--- config.mk ---
export PLATFORM = sky130hd
export DESIGN_NAME = tcpwm_top
export DESIGN_NICKNAME = d
export VERILOG_FILES = /design/src/tcpwm_pkg.sv /design/src/tcpwm_top.sv
export SDC_FILE = /design/constraint.sdc
export NUM_CORES = 1
export LEC_CHECK = 0
export BUFFER_PORTS_ARGS = -buffer_cell sky130_fd_sc_hd__buf_2
export CAP_MARGIN = 20
export CELL_PAD_IN_SITES_DETAIL_PLACEMENT = 1
export CELL_PAD_IN_SITES_GLOBAL_PLACEMENT = 2
export CORE_MARGIN = 2
export CORE_UTILIZATION = 40
export CTS_CLUSTER_SIZE = 8
export DETAILED_ROUTE_END_ITERATION = 10
export GPL_TIMING_DRIVEN = 0
export PLACE_DENSITY = 0.84
export SYNTH_ARGS = -nofsm -noshare
export SYNTH_HDL_FRONTEND = slang
export SYNTH_SLANG_ARGS = --single-unit
--- constraint.sdc ---
create_clock -name clk -period 8.15 [get_ports clk]
set_input_delay 0.4075 -clock clk [delete_from_list [all_inputs] [get_ports clk]]
set_output_delay 0.4075 -clock clk [all_outputs]
set_load 0.05 [all_outputs]
--- src/tcpwm_pkg.sv ---
// Contract
// clock B divide select bits 6..4, 1..128
// clock A select bits 2..0, channel 0 only
// decode at blocking and non-blocking bases
// disabled writes update buffer and active together
// enabled updates only at load point
// 8-bit counter advances at selected rate
// duty match toggles the output flip-flop
// counter reads never disturb counting
// counter write clears, reloads, restarts output
// disable halts counter, enable resumes
// disabled zero period resets counter next tick
// enabled counter write restarts period immediately
// counter cleared when effective period ends
// polarity picks high or low duty time
// align clear means left-aligned up count
// period match resets counter, output, reloads
// left-aligned counts 0 to period minus one
// software writes counter before enabling channel
// clock-select bit picks between two sources
// align set gives centre-aligned output
// clock A uses clock B encoding
// reset clears counters, enables, prescale selects
package tcpwm_pkg;

  // ----------------------------------------------------------------
  // bus and address map
  // ----------------------------------------------------------------
  localparam int unsigned ADDR_W = 12;
  localparam int unsigned IDX_W = 10;
  localparam logic [9:0] BASE_BLOCK_IDX = 10'h200;
  localparam logic [9:0] BASE_NONBLK_IDX = 10'h300;
  localparam logic [9:0] WINDOW_IDX = 10'h100;
  localparam logic [7:0] PRESCALE_IDX = 8'h61;
  localparam logic [7:0] CTRL_IDX = 8'h62;
  localparam logic [7:0] CNT0_IDX = 8'h63;
  localparam logic [7:0] CNT1_IDX = 8'h64;
  localparam logic [7:0] PER0_IDX = 8'h65;
  localparam logic [7:0] PER1_IDX = 8'h66;
  localparam logic [7:0] DUTY0_IDX = 8'h67;
  localparam logic [7:0] DUTY1_IDX = 8'h68;
  localparam logic [1:0] RESP_OKAY = 2'h0;
  localparam logic [1:0] RESP_SLVERR = 2'h2;

  // ----------------------------------------------------------------
  // fields and reset values
  // ----------------------------------------------------------------
  localparam int unsigned CLKA_LSB = 0;
  localparam int unsigned CLKB_LSB = 4;
  localparam int unsigned EN_LSB = 0;
  localparam int unsigned POL_LSB = 2;
  localparam int unsigned ALIGN_LSB = 4;
  localparam int unsigned CHOICE_LSB = 6;
  localparam logic [7:0] PRESCALE_MASK = 8'h77;
  localparam logic [7:0] PRESCALE_RST = 8'h00;
  localparam logic [7:0] CTRL_RST = 8'h00;
  localparam logic [7:0] BYTE_ZERO = 8'h00;
  localparam logic [7:0] BYTE_ONE = 8'h01;
  localparam int unsigned DIV_W = 7;

  typedef enum logic [3:0] {
    SEL_NONE, SEL_PRESCALE, SEL_CTRL, SEL_CNT0, SEL_CNT1,
    SEL_PER0, SEL_PER1, SEL_DUTY0, SEL_DUTY1
  } tcpwm_sel_e;

  typedef struct packed {
    logic en;
    logic pol;
    logic align;
    logic choice;
  } tcpwm_cfg_s;

endpackage

--- src/tcpwm_top.sv ---
// Design decisions made here: register access over AXI4-Lite and the address map.
`timescale 1ns/1ps
`default_nettype none
module tcpwm_top (
  // clock and reset
  input wire logic clk,
  input wire logic rst_n,
  // axi4-lite write address
  input wire logic s_axi_awvalid,
  output logic s_axi_awready,
  input wire logic [tcpwm_pkg::ADDR_W-1:0] s_axi_awaddr,
  input wire logic [2:0] s_axi_awprot,
  // axi4-lite write data
  input wire logic s_axi_wvalid,
  output logic s_axi_wready,
  input wire logic [31:0] s_axi_wdata,
  input wire logic [3:0] s_axi_wstrb,
  // axi4-lite write response
  output logic s_axi_bvalid,
  input wire logic s_axi_bready,
  output logic [1:0] s_axi_bresp,
  // axi4-lite read address
  input wire logic s_axi_arvalid,
  output logic s_axi_arready,
  input wire logic [tcpwm_pkg::ADDR_W-1:0] s_axi_araddr,
  input wire logic [2:0] s_axi_arprot,
  // axi4-lite read data
  output logic s_axi_rvalid,
  input wire logic s_axi_rready,
  output logic [31:0] s_axi_rdata,
  output logic [1:0] s_axi_rresp,
  // waveform outputs
  output logic [1:0] pwm_out
);

  // ----------------------------------------------------------------
  // address decode
  // ----------------------------------------------------------------
  function automatic tcpwm_pkg::tcpwm_sel_e reg_decode(
    input logic [tcpwm_pkg::ADDR_W-1:0] addr
  );
    logic [9:0] idx;
    logic [9:0] rel;
    logic hit;
    idx = addr[tcpwm_pkg::ADDR_W-1:2];
    hit = 1'b0;
    rel = idx - tcpwm_pkg::BASE_BLOCK_IDX;
    if (idx >= tcpwm_pkg::BASE_BLOCK_IDX &&
        rel < tcpwm_pkg::WINDOW_IDX)
      hit = 1'b1;
    if (idx >= tcpwm_pkg::BASE_NONBLK_IDX &&
        idx - tcpwm_pkg::BASE_NONBLK_IDX < tcpwm_pkg::WINDOW_IDX)
    begin
      hit = 1'b1;
      rel = idx - tcpwm_pkg::BASE_NONBLK_IDX;
    end
    reg_decode = tcpwm_pkg::SEL_NONE;
    if (hit)
    begin
      unique case (rel[7:0])
        tcpwm_pkg::PRESCALE_IDX: reg_decode = tcpwm_pkg::SEL_PRESCALE;
        tcpwm_pkg::CTRL_IDX: reg_decode = tcpwm_pkg::SEL_CTRL;
        tcpwm_pkg::CNT0_IDX: reg_decode = tcpwm_pkg::SEL_CNT0;
        tcpwm_pkg::CNT1_IDX: reg_decode = tcpwm_pkg::SEL_CNT1;
        tcpwm_pkg::PER0_IDX: reg_decode = tcpwm_pkg::SEL_PER0;
        tcpwm_pkg::PER1_IDX: reg_decode = tcpwm_pkg::SEL_PER1;
        tcpwm_pkg::DUTY0_IDX: reg_decode = tcpwm_pkg::SEL_DUTY0;
        tcpwm_pkg::DUTY1_IDX: reg_decode = tcpwm_pkg::SEL_DUTY1;
        default: reg_decode = tcpwm_pkg::SEL_NONE;
      endcase
    end
  endfunction

  // divided clock tick: select n gives one tick every 2**n cycles
  function automatic logic div_tick(
    input logic [tcpwm_pkg::DIV_W-1:0] cnt,
    input logic [2:0] sel
  );
    logic [tcpwm_pkg::DIV_W-1:0] mask;
    mask = tcpwm_pkg::DIV_W'((8'h01 << sel) - 8'h01);
    div_tick = ((cnt & mask) == mask);
  endfunction

  // ----------------------------------------------------------------
  // bus slave
  // ----------------------------------------------------------------
  logic aw_taken_q;
  logic w_taken_q;
  logic [tcpwm_pkg::ADDR_W-1:0] awaddr_q;
  logic [7:0] wdata_q;
  logic wstrb0_q;
  logic awready_q;
  logic wready_q;
  logic bvalid_q;
  logic [1:0] bresp_q;
  logic arready_q;
  logic rvalid_q;
  logic [7:0] rdata_q;
  logic [1:0] rresp_q;

  wire aw_hs = s_axi_awvalid & awready_q;
  wire w_hs = s_axi_wvalid & wready_q;
  wire b_hs = bvalid_q & s_axi_bready;
  wire ar_hs = s_axi_arvalid & arready_q;
  wire r_hs = rvalid_q & s_axi_rready;
  wire aw_taken_d = b_hs ? 1'b0 : (aw_hs | aw_taken_q);
  wire w_taken_d = b_hs ? 1'b0 : (w_hs | w_taken_q);
  wire wr_fire = aw_taken_q & w_taken_q & ~bvalid_q;
  wire rvalid_d = r_hs ? 1'b0 : (ar_hs | rvalid_q);
  tcpwm_pkg::tcpwm_sel_e wsel;
  tcpwm_pkg::tcpwm_sel_e rsel;
  assign wsel = reg_decode(awaddr_q);
  assign rsel = reg_decode(s_axi_araddr);
  wire wr_en = wr_fire & wstrb0_q;

  always_ff @(posedge clk or negedge rst_n)
  begin
    if (!rst_n)
    begin
      aw_taken_q <= 1'b0;
      w_taken_q <= 1'b0;
      awready_q <= 1'b0;
      wready_q <= 1'b0;
      awaddr_q <= '0;
      wdata_q <= tcpwm_pkg::BYTE_ZERO;
      wstrb0_q <= 1'b0;
    end
    else
    begin
      aw_taken_q <= aw_taken_d;
      w_taken_q <= w_taken_d;
      awready_q <= ~aw_taken_d;
      wready_q <= ~w_taken_d;
      if (aw_hs)
        awaddr_q <= s_axi_awaddr;
      if (w_hs)
      begin
        wdata_q <= s_axi_wdata[7:0];
        wstrb0_q <= s_axi_wstrb[0];
      end
    end
  end

  always_ff @(posedge clk or negedge rst_n)
  begin
    if (!rst_n)
    begin
      bvalid_q <= 1'b0;
      bresp_q <= tcpwm_pkg::RESP_OKAY;
    end
    else if (wr_fire)
    begin
      bvalid_q <= 1'b1;
      bresp_q <= (wsel == tcpwm_pkg::SEL_NONE) ?
                 tcpwm_pkg::RESP_SLVERR : tcpwm_pkg::RESP_OKAY;
    end
    else if (b_hs)
      bvalid_q <= 1'b0;
  end

  // ----------------------------------------------------------------
  // control registers
  // ----------------------------------------------------------------
  logic [7:0] prescale_q;
  logic [7:0] ctrl_q;
  logic [tcpwm_pkg::DIV_W-1:0] div_q;
  tcpwm_pkg::tcpwm_cfg_s cfg [2];
  logic [7:0] cnt_rd [2];
  logic [7:0] per_rd [2];
  logic [7:0] duty_rd [2];

  always_ff @(posedge clk or negedge rst_n)
  begin
    if (!rst_n)
    begin
      prescale_q <= tcpwm_pkg::PRESCALE_RST;
      ctrl_q <= tcpwm_pkg::CTRL_RST;
    end
    else
    begin
      if (wr_en && wsel == tcpwm_pkg::SEL_PRESCALE)
        prescale_q <= wdata_q & tcpwm_pkg::PRESCALE_MASK;
      if (wr_en && wsel == tcpwm_pkg::SEL_CTRL)
        ctrl_q <= wdata_q;
    end
  end

  // free-running prescaler shared by clock a and clock b
  always_ff @(posedge clk or negedge rst_n)
  begin
    if (!rst_n)
      div_q <= '0;
    else
      div_q <= div_q + 1'b1;
  end

  wire tick_a = div_tick(div_q,
    prescale_q[tcpwm_pkg::CLKA_LSB +: 3]);
  wire tick_b = div_tick(div_q,
    prescale_q[tcpwm_pkg::CLKB_LSB +: 3]);

  // ----------------------------------------------------------------
  // read path
  // ----------------------------------------------------------------
  logic [7:0] rmux;
  always_comb
  begin
    rmux = tcpwm_pkg::BYTE_ZERO;
    unique case (rsel)
      tcpwm_pkg::SEL_PRESCALE: rmux = prescale_q;
      tcpwm_pkg::SEL_CTRL: rmux = ctrl_q;
      tcpwm_pkg::SEL_CNT0: rmux = cnt_rd[0];
      tcpwm_pkg::SEL_CNT1: rmux = cnt_rd[1];
      tcpwm_pkg::SEL_PER0: rmux = per_rd[0];
      tcpwm_pkg::SEL_PER1: rmux = per_rd[1];
      tcpwm_pkg::SEL_DUTY0: rmux = duty_rd[0];
      tcpwm_pkg::SEL_DUTY1: rmux = duty_rd[1];
      tcpwm_pkg::SEL_NONE: rmux = tcpwm_pkg::BYTE_ZERO;
    endcase
  end

  always_ff @(posedge clk or negedge rst_n)
  begin
    if (!rst_n)
    begin
      arready_q <= 1'b0;
      rvalid_q <= 1'b0;
      rdata_q <= tcpwm_pkg::BYTE_ZERO;
      rresp_q <= tcpwm_pkg::RESP_OKAY;
    end
    else
    begin
      arready_q <= ~rvalid_d;
      rvalid_q <= rvalid_d;
      if (ar_hs)
      begin
        rdata_q <= rmux;
        rresp_q <= (rsel == tcpwm_pkg::SEL_NONE) ?
                   tcpwm_pkg::RESP_SLVERR : tcpwm_pkg::RESP_OKAY;
      end
    end
  end

  // ----------------------------------------------------------------
  // channels
  // ----------------------------------------------------------------
  logic [1:0] pin_q;

  for (genvar i = 0; i < 2; i++)
  begin : g_ch
    logic [7:0] cnt_q;
    logic [7:0] cnt_d;
    logic dir_q;
    logic dir_d;
    logic ff_q;
    logic ff_d;
    logic [7:0] per_buf_q;
    logic [7:0] duty_buf_q;
    logic [7:0] per_act_q;
    logic [7:0] duty_act_q;
    logic load;
    logic zero_pend_q;

    assign cfg[i] = '{
      en: ctrl_q[tcpwm_pkg::EN_LSB + i],
      pol: ctrl_q[tcpwm_pkg::POL_LSB + i],
      align: ctrl_q[tcpwm_pkg::ALIGN_LSB + i],
      choice: ctrl_q[tcpwm_pkg::CHOICE_LSB + i]
    };
    wire src_tick = cfg[i].choice ? 1'b1 :
                    ((i == 0) ? tick_a : tick_b);
    wire run = src_tick & cfg[i].en;
    wire wr_cnt = wr_en && (wsel == ((i == 0) ?
                  tcpwm_pkg::SEL_CNT0 : tcpwm_pkg::SEL_CNT1));
    wire wr_per = wr_en && (wsel == ((i == 0) ?
                  tcpwm_pkg::SEL_PER0 : tcpwm_pkg::SEL_PER1));
    wire wr_duty = wr_en && (wsel == ((i == 0) ?
                   tcpwm_pkg::SEL_DUTY0 : tcpwm_pkg::SEL_DUTY1));
    wire [7:0] cnt_inc = cnt_q + tcpwm_pkg::BYTE_ONE;
    wire [7:0] cnt_dec = cnt_q - tcpwm_pkg::BYTE_ONE;

    always_comb
    begin
      cnt_d = cnt_q;
      dir_d = dir_q;
      ff_d = ff_q;
      load = 1'b0;
      if (wr_cnt)
      begin
        cnt_d = tcpwm_pkg::BYTE_ZERO;
        dir_d = 1'b0;
        load = 1'b1;
      end
      else if (run && !cfg[i].align)
      begin
        if (cnt_inc >= per_act_q || per_act_q == tcpwm_pkg::BYTE_ZERO)
        begin
          cnt_d = tcpwm_pkg::BYTE_ZERO;
          load = 1'b1;
        end
        else
        begin
          cnt_d = cnt_inc;
          if (cnt_d == duty_act_q)
            ff_d = ~ff_q;
        end
      end
      else if (run)
      begin
        if (per_act_q == tcpwm_pkg::BYTE_ZERO)
          cnt_d = tcpwm_pkg::BYTE_ZERO;
        else if (!dir_q && cnt_q >= per_act_q)
        begin
          dir_d = 1'b1;
          cnt_d = cnt_dec;
        end
        else if (!dir_q)
          cnt_d = cnt_inc;
        else if (cnt_q <= tcpwm_pkg::BYTE_ONE)
        begin
          cnt_d = tcpwm_pkg::BYTE_ZERO;
          dir_d = 1'b0;
          load = 1'b1;
        end
        else
          cnt_d = cnt_dec;
        if (!load && cnt_d == duty_act_q)
          ff_d = ~ff_q;
      end
      else if (src_tick && zero_pend_q)
        cnt_d = tcpwm_pkg::BYTE_ZERO;
      if (load)
        ff_d = (duty_buf_q == tcpwm_pkg::BYTE_ZERO);
    end

    always_ff @(posedge clk or negedge rst_n)
    begin
      if (!rst_n)
      begin
        cnt_q <= tcpwm_pkg::BYTE_ZERO;
        dir_q <= 1'b0;
        ff_q <= 1'b0;
        zero_pend_q <= 1'b0;
      end
      else
      begin
        cnt_q <= cnt_d;
        dir_q <= dir_d;
        ff_q <= ff_d;
        if (wr_per && !cfg[i].en && wdata_q == tcpwm_pkg::BYTE_ZERO)
          zero_pend_q <= 1'b1;
        else if (src_tick || cfg[i].en)
          zero_pend_q <= 1'b0;
      end
    end

    always_ff @(posedge clk or negedge rst_n)
    begin
      if (!rst_n)
      begin
        per_buf_q <= tcpwm_pkg::BYTE_ZERO;
        duty_buf_q <= tcpwm_pkg::BYTE_ZERO;
        per_act_q <= tcpwm_pkg::BYTE_ZERO;
        duty_act_q <= tcpwm_pkg::BYTE_ZERO;
      end
      else
      begin
        if (wr_per)
          per_buf_q <= wdata_q;
        if (wr_duty)
          duty_buf_q <= wdata_q;
        if (load)
        begin
          per_act_q <= per_buf_q;
          duty_act_q <= duty_buf_q;
        end
        if (wr_per && !cfg[i].en)
          per_act_q <= wdata_q;
        if (wr_duty && !cfg[i].en)
          duty_act_q <= wdata_q;
      end
    end

    always_ff @(posedge clk or negedge rst_n)
    begin
      if (!rst_n)
        pin_q[i] <= 1'b0;
      else
        pin_q[i] <= cfg[i].pol ^ ff_d;
    end

    assign cnt_rd[i] = cnt_q;
    assign per_rd[i] = per_buf_q;
    assign duty_rd[i] = duty_buf_q;
  end

  // ----------------------------------------------------------------
  // outputs
  // ----------------------------------------------------------------
  assign s_axi_awready = awready_q;
  assign s_axi_wready = wready_q;
  assign s_axi_bvalid = bvalid_q;
  assign s_axi_bresp = bresp_q;
  assign s_axi_arready = arready_q;
  assign s_axi_rvalid = rvalid_q;
  assign s_axi_rdata = {24'h000000, rdata_q};
  assign s_axi_rresp = rresp_q;
  assign pwm_out = pin_q;

endmodule
`default_nettype wire

======== After elaboration in Yosys (flattened, before gate mapping) ========
Index checks and enable logic that the tools add are counted.
word-level totals
  output and inout bits ................... 43
  register bits ........................... 149
  logic and storage cells ................. 290
  bits of input ports ..................... 73
operators by class
  equal/unequal tests ..................... 42
  muxes and demuxes ....................... 106
  bitwise logic cells ..................... 23
  $lt $le $gt $ge ......................... 14
  reductions and logical operators ........ 58
  shifts and indexed selects .............. 2
  $add $sub $neg .......................... 11
operators by type and width
  kind                                                                              count
  8-bit 2-to-1 mux                                                                  34
  8-bit by 7-bit == test with 1-bit output, second input constant                   16
  8-bit one-hot mux with 9 select lines                                             1
  1-bit 2-to-1 mux                                                                  65
  4-bit one-hot mux with 8 select lines                                             2
  10-bit >= comparator, second input constant                                       4
  8-bit zero test                                                                   5
  10-bit by 9-bit < comparator with 1-bit output, second input constant             4
  10-bit subtractor, second input constant                                          4
  4-bit by 3-bit == test with 1-bit output, second input constant                   8
  8-bit == test                                                                     4
  8-bit >= comparator                                                               4
  1-bit logical AND                                                                 26
  2-bit nonzero test                                                                9
  8-bit by 1-bit adder with 8-bit output, second input constant                     2
  4-bit by 2-bit == test with 1-bit output, second input constant                   4
  8-bit by 1-bit less-or-equal comparator with 1-bit output, second input constant  2
  8-bit by 1-bit subtractor with 8-bit output, second input constant                2
  7-bit bitwise AND                                                                 2
  7-bit == test                                                                     2
  1-bit by 3-bit << shifter with 7-bit output, first input constant                 2
  7-bit by 1-bit subtractor with 7-bit output, second input constant                2
  1-bit bitwise AND                                                                 10
  4-bit by 1-bit == test with 1-bit output, second input constant                   2
  13 further kinds                                                                  40

======== Depth between registers and ports, before layout ========
Gate-level depths: netlist (run 1).
  depth in word-level cells ............... 18
  gate-level depth with buffers ........... 16

======== Least setup slack after synthesis (run 1) ========
Ideal clock, no wire load.
  path type ............................... register -> register
  start point ............................. register g_ch[1].cnt_q[0]
  end point ............................... register g_ch[1].per_act_q[2]
  clock period less this slack ............ 3828 ps
  buffers on the path ..................... 2
  path slack .............................. 4322 ps
  library setup time ...................... 137 ps
  data arrival time ....................... 3690 ps
  required time ........................... 8013 ps
  cell stages (with the launch flop) ...... 15
  cells stage by stage .................... dfrtp_1 -> clkbuf_1 -> inv_1 -> ha_1 -> ha_1 -> a21o_1 -> a21oi_1 -> o21ai_0 -> a21o_1 -> a21o_1 -> a211o_1 -> a21oi_1 -> clkbuf_1 -> mux2i_1 -> a21oi_1
between the ends
  word-level cells in the longest chain between the ends .. 12
  elaborated cells on any way between the ends .. 18
  classes of those cells .................. add/sub: 1; order compare: 3; mux: 11; reduce/logical: 3
ends and longest elaborated chain
  element                                                    line              RTL
  start: declaration                                         tcpwm_top.sv:251  logic [7:0] cnt_q;
  start signal: assignment                                   tcpwm_top.sv:340  cnt_q <= tcpwm_pkg::BYTE_ZERO;
  start signal: assignment                                   tcpwm_top.sv:347  cnt_q <= cnt_d;
  8-bit by 1-bit less-or-equal comparator with 1-bit output  tcpwm_top.sv:319  else if (cnt_q <= tcpwm_pkg::BYTE_ONE)
  1-bit 2-to-1 mux                                           tcpwm_top.sv:319
  1-bit 2-to-1 mux                                           tcpwm_top.sv:317  else if (!dir_q)
  1-bit 2-to-1 mux                                           tcpwm_top.sv:312  else if (!dir_q && cnt_q >= per_act_q)
  1-bit 2-to-1 mux                                           tcpwm_top.sv:310  if (per_act_q == tcpwm_pkg::BYTE_ZERO)
  1-bit 2-to-1 mux                                           tcpwm_top.sv:308  else if (run)
  1-bit 2-to-1 mux                                           tcpwm_top.sv:294  else if (run && !cfg[i].align)
  1-bit 2-to-1 mux                                           tcpwm_top.sv:288  if (wr_cnt)
  1-bit 2-to-1 mux                                           tcpwm_top.sv:308
  1-bit 2-to-1 mux (*)                                       tcpwm_top.sv:294
  1-bit 2-to-1 mux (*)                                       tcpwm_top.sv:288
  2-bit nonzero test (no source line) (*)                    n/a
  end signal: assignment                                     tcpwm_top.sv:363  per_act_q <= tcpwm_pkg::BYTE_ZERO;
  end signal: assignment                                     tcpwm_top.sv:374  per_act_q <= per_buf_q;
  end signal: assignment                                     tcpwm_top.sv:378  per_act_q <= wdata_q;
  end: declaration                                           tcpwm_top.sv:259  logic [7:0] per_act_q;
Mark *: on every way between the ends. The rest lies on a longest branch, timed or not. The select of a mux whose other input is x is not followed.
A chain may end at the register's enable or synchronous reset.

======== Final worst setup path (run 1) ========
  start point ............................. register g_ch[1].cnt_q[0]
  end point ............................... register g_ch[1].per_act_q[6]
The elaborated chain is that of the path after synthesis.

==> run metrics, run 1 <==
outcome=finished clean; setup slack at placement=3.22 ns; first-pass iteration count of the detailed router=5; leakage=5.04 nW; Worst setup SP type=flip-flop; # fillers=2625; slowest stage delay, CP=0.87 ns; TritonCTS Buffers=17; H-tree Lvls=4; multiplexer share of the synthesized area=0.114; MaxCap Viol Count=0; Fin Hold WS=0.0516 ns; DRC violation total after the first TritonRoute iteration=573; Yosys top cell area share=0.389; number of nets in the layout=1186; Top FF cell, synth=dfrtp_1; DRT antenna net count=0; Via-to-Cell Ratio=5.83; hold_buf cts=0; synth warn=0; number of cells upsized or downsized after cts=0; most common cell after layout, fill and taps aside=dfrtp_1; I/O pins=116; Adder-Cell Fraction of Synth Area=0.0554; asr flop ratio synth=1.00; Crit. End Element=flip-flop; setup TNS=0 ns; HPWL after detailed placement=22.0 mm; Post-Synth Simple-Gate Area=0.178; cell family with most CP delay=compound AO/OA/AOI/OAI gates; CTS tree=built; initial antenna violation count=3; # clock sinks=144; Routability Congestion=0.874; Starting Density=0.408; drc violations=0; Compound-Gate Fraction of Synth Area=0.154; CP max-delay cell=a21oi_1; largest area contributor in the netlist=dfrtp_1; Port Buf Inserts=50; later-pin clock latency in the skew report=0.43 ns; share of layout cells above drive strength 1=0.183; Pwr Density=263 nW/µm²; setup ws final=3.13 ns; largest family of logic cells by synthesized area=simple AND/OR/NAND/NOR gates; Die Area=24400 µm²; wire per inst=21.5 µm; largest net degree at the start of global routing=93; number of global-route vias before repair=8240; synthesis-to-layout area growth=14.7%; Period minus WS final=5.02 ns; Seq/Total Area, Yosys=0.389; CP bufs+invs=3; Die Y-Extent=156 µm; worst hold-check path type=in2async; total power=2.79 mW; Post-Syn Area=9260 µm²; Worst EP required=8.43 ns; gr ovfl total=0; endpoints failing setup=0; Final Cycle Share=0.616; synth top area cells=dfrtp_1 (39%), mux2_2 (8.2%), ha_1 (5.5%), mux2i_1 (3.1%), nor2_1 (3.0%); FF+latch count, synth=144; Synth Area in XOR/XNOR=0.0454; post-synthesis cell type count=72; clock buffer depth=2; Slew Viols, Final=0; first-pass GRT wire length=47.1 mm; total number of vias=7992; Reg clk slew, reported paths=0.06 ns; Global Route Usage Sum=0.252; Post-synth EDFFs=0; Max-slew headroom=0.273; Clock Skews=0.00996 ns; Slew @ Worst Pin=1.09 ns; Worst Path Max Fanout=10; Worst VDD drop=184 µV; final hold vios=0; CP arrival=5.30 ns; Root Buffer=clkbuf_16; Crit Path Class=reg2reg; most frequent cells in the layout=dfrtp_1 (144), nor2_1 (74), nand2_1 (68); Row Count=55; Post-CTS Setup Inserts=0; DRT Wirelength=29.5 mm; top achievable clock speed=199 MHz; core area=22700 µm²; Mapped Cells=976; RSZ-0062 raised after global routing=false; Avg Cell Area, Syn=9.48 µm²; Die W=156 µm; crit-path cells=clkbuf_1, inv_1, ha_1, ha_1, a21o_1, a21oi_1, o21ai_0, a21o_1, a21o_1, a211o_1, a21oi_1, clkbuf_1, mux2i_1, a21oi_1
[report_power, final]
part / internal (mW) / total [mW] / switching, mW
Clock: 0.499 / 0.822 / 0.323
Combinational: 0.345 / 1.05 / 0.705
Sequential: 0.827 / 0.919 / 0.0921
[worst paths after layout]
path                                  start  cells after the start  slack (ns)                   end
setup / recovery           g_ch[1].cnt_q[0]                     14        3.13  g_ch[1].per_act_q[6]
hold / removal                        rst_n                      1        0.05              div_q[6]
min in group clk               s_axi_bready                      2        0.17          s_axi_bvalid
max in group asynchronous             rst_n                      2        7.32      g_ch[1].cnt_q[3]
hold reg to reg                    div_q[6]                      1        0.48              div_q[6]
setup reg to reg           g_ch[1].cnt_q[0]                     14        3.13  g_ch[1].per_act_q[6]
[flip-flops by register name (all words and copies together) (netlist names), 2 cells and up]
name / cells
awaddr_q: 9
ctrl_q: 8
div_q: 7
g_ch.cnt_q: 16
g_ch.dir_q: 2
g_ch.duty_act_q: 16
g_ch.duty_buf_q: 16
g_ch.ff_q: 2
g_ch.per_act_q: 16
g_ch.per_buf_q: 16
g_ch.zero_pend_q: 2
prescale_q: 6
pwm_out: 2
rdata_q: 8
wdata_q: 8
[stage by stage]
stage          instance area, µm²  std cells   util
6_report                    10600       1371  0.467
5_1_grt                     10600       1371  0.467
4_1_cts                     10600       1369  0.467
3_5_place_dp                 9990       1337  0.440
3_3_place_gp                 9960       1336  0.438
2_1_floorplan                9350       1001      -
[per-layer routing]
| layer | vias to the layer above | track usage | share of wire |
|---|---|---|---|
| met3 | 25 | 0.0514 | 0.061 |
| met2 | 230 | 0.389 | 0.46 |
| met4 | 2 | 0.0620 | 0.011 |
| met1 | 4041 | 0.361 | 0.47 |
| met5 | - | 0 | 0.00044 |
| li1 | 3694 | - | - |
[cell families (layout without fill, tap and decap cells)]
logic type / count (synthesis) / after routing
simple gates: 314 / 314
compound gates: 207 / 207
flops: 144 / 144
buf+inv: 124 / 208
mux: 97 / 97
xor+xnor: 48 / 48
fa+ha+maj: 41 / 41
other cells: 1 / 27
[synth_stat cells, types with 29 or more instances]
cell type and number:
dfrtp_1 144, clkbuf_1 44, inv_1 45, xnor2_1 30, mux2_2 67, a21oi_1 51, mux2i_1 29, nand2_1 68
ha_1 41, o21ai_0 31, nand3_1 29, nor2_1 74
[area by class of cell]
class | instances | area [µm²] | share of cell area
diodes | 1 | 2.50 | 0.000236
plain buffers | 79 | 413 | 0.0389
clock buffers | 20 | 457 | 0.0430
clock inverters | 12 | 158 | 0.0149
inverters | 45 | 169 | 0.0159
multi-input cells | 733 | 5160 | 0.487
flip-flops and latches | 144 | 3600 | 0.340
well taps | 285 | 357 | 0.0336
repair buffers | 52 | 289 | 0.0272
Note: power is estimated with default switching activity, not from simulation.
==> run 2: changes to the inputs <==
- CORE_UTILIZATION: 40 -> 37
- PLACE_DENSITY: 0.84 -> 0.79
- clock period: 8.15 -> 5.1 ns (I/O delays scaled with it)
==> run 2 against run 1 <==
  * Wire length decreased by 1.4%
  * Global-route usage down 2.2 points
  * Sequential power grew 60%
  * Non-clock buffer count is the same
  * Core utilization down 3.1 points
  * Worst hold slack lost 0.027 ns
  * Fmax grew 4.8%
  * Setup slack lost 2.8 ns
  * Critical path type unchanged
  * Largest cell class unchanged
==> run metrics, run 2 (synthesis gave the netlist of run 1 again) <==
outcome=finished clean; cell family with most CP delay=simple AND/OR/NAND/NOR gates; Root Buffer=clkbuf_16; endpoints failing setup=0 (unchanged); Period minus WS final=4.80 ns (-0.228 ns); DRT Wirelength=29.1 mm (-1.4%); Reg clk slew, reported paths=0.07 ns (about the same); Worst setup SP type=flip-flop; share of layout cells above drive strength 1=0.184 (+0.000922); Antenna Cells=0 (-1); number of global-route vias before repair=8126 (-1.4%); Global Route Usage Sum=0.230 (-0.0220); met2 WL=13.2 mm (-2.0%); largest net degree at the start of global routing=75 (-19%); CP max-delay cell=nor4_1; Worst EP required=5.43 ns (-3.00 ns); final hold vios=0 (unchanged); DRT antenna net count=0 (unchanged); Row Count=57 (+3.6%); drc violations=0 (unchanged); initial antenna violation count=0 (-3); MaxCap Viol Count=0 (unchanged); Die Y-Extent=162 µm (+3.9%); DRT met1 WL=14.4 mm (+3.7%); H-tree Lvls=4 (unchanged); most frequent cells in the layout=dfrtp_1 (144), nor2_1 (74), nand2_1 (68); Clock Skews=0.00989 ns (-0.0000745 ns); leakage=5.04 nW (about the same); wire per inst=20.7 µm (-4.1%); # placed instances=1376 (+2.9%); Post-Layout Cell Count=1409 (+2.8%); worst hold-check path type=in2reg; RSZ-0062 raised after global routing=false; synthesis-to-layout area growth=15.3%; top achievable clock speed=209 MHz (+4.8%); Seq. cell area=3600 µm² (unchanged); Die Area=26300 µm² (+7.9%); CP arrival=5.12 ns (-0.18 ns); core area=24500 µm² (+7.7%); I/O pins=116 (unchanged); gr ovfl total=0 (unchanged); met3 wire length=1.21 mm (-33%); Routability Congestion=0.849 (-2.8%); number of nets in the layout=1186 (unchanged); clock buffer depth=2 (unchanged); setup TNS=0 ns (unchanged); # clock sinks=144 (unchanged); area of the multi-input gates=5170 µm² (about the same); Port Buf Inserts=50 (unchanged); Slew @ Worst Pin=1.03 ns (-0.0564 ns); Worst VDD drop=255 µV (+39%); Crit Path Class=reg2reg; Post-CTS Setup Inserts=0 (unchanged); Max-slew headroom=0.306 (+0.0335); Slew Viols, Final=0 (unchanged); first-pass GRT wire length=46.3 mm (-1.8%); Starting Density=0.378 (-0.0292); Top Layer Used=met4; Crit. End Element=flip-flop; TritonCTS Buffers=17 (unchanged); Die W=162 µm (+3.9%); total power=4.46 mW (+60%); Worst Path Max Fanout=10 (unchanged); Via-to-Cell Ratio=5.60 (-4.0%); most common cell after layout, fill and taps aside=dfrtp_1; DRC violation total after the first TritonRoute iteration=575 (+0.35%); first-pass iteration count of the detailed router=10 (+5); # fillers=2829 (+7.8%); Fin Hold WS=0.0243 ns (-0.0273 ns); slowest stage delay, CP=0.63 ns (-0.24 ns); HPWL after detailed placement=22.0 mm (about the same); later-pin clock latency in the skew report=0.42 ns (about the same); Pwr Density=418 nW/µm² (+59%); crit-path cells=clkbuf_1, and3_1, nand3_1, xor2_1, inv_1, ha_1, a21oi_1, o21ai_0, nor4_1, or2_2, nand2_1, a21oi_1, buf_1, a31o_2, xor2_1; total number of vias=7887 (-1.3%); Final Cycle Share=0.940 (+0.324); CP bufs+invs=3 (unchanged); CTS tree=built
run 2: power by group:
group	switching, mW	leakage (nW)	internal, mW
logic	1.11	2.84	0.551
clock network	0.536	0.294	0.795
registers	0.146	1.91	1.32
total	1.79	5.04	2.67
run 2: metal layers:
metal / up-vias / track usage
li1: 3716 / -
met1: 3974 / 0.339
met5: - / 0
met3: 17 / 0.0373
met4: 0 / 0.0471
met2: 180 / 0.355
run 2: final timing paths:
kind | start | to | slack (ns) | cells past startpoint
setup / recovery | g_ch[0].cnt_q[3] | pwm_out[0] | 0.30 | 15
hold / removal | s_axi_bready | s_axi_bvalid | 0.02 | 2
setup reg to reg | g_ch[0].cnt_q[3] | pwm_out[0] | 0.30 | 15
hold reg to reg | div_q[6] | div_q[6] | 0.47 | 1
max in group asynchronous | rst_n | g_ch[1].per_act_q[4] | 3.85 | 3
min in group asynchronous | rst_n | div_q[6] | 0.42 | 2
run 2: cell type report:
class	count	share of cell area
Multi-Input combinational cell	733	0.484
Sequential cell	144	0.338
Clock buffer	19	0.0415
Buffer	79	0.0388
Tap cell	324	0.0380
Timing Repair Buffer	52	0.0275
Clock inverter	13	0.0165
Inverter	45	0.0158
run 2: per-stage QoR:
step | area [µm²] | util | worst slack (ns)
floorplan | 9350 | - | 1.27
global placement | 10000 | 0.409 | 0.287
detailed placement | 10000 | 0.410 | 0.230
CTS | 10700 | 0.436 | 0.182
global route | 10700 | 0.436 | 0.0116
finish | 10700 | 0.436 | 0.305
run 2: worst register-to-register path, delay by kind of cell (launching register included):
kind / cells / cell delay (ns)
and+or+nand+nor: 5 / 1.35
AOI/OAI and AO/OA: 4 / 0.77
xor gates and xnor gates: 2 / 0.81
DFF: 1 / 0.35
buffers and inverters: 3 / 1.08
adders and majority gates: 1 / 0.34
run 2: what timing repair did:
item                       in CTS  in global routing
hold buffers                    1                  0
gates resized for setup         0                  3
hold endpoints to repair       70                  0
setup endpoints to repair       0                  8
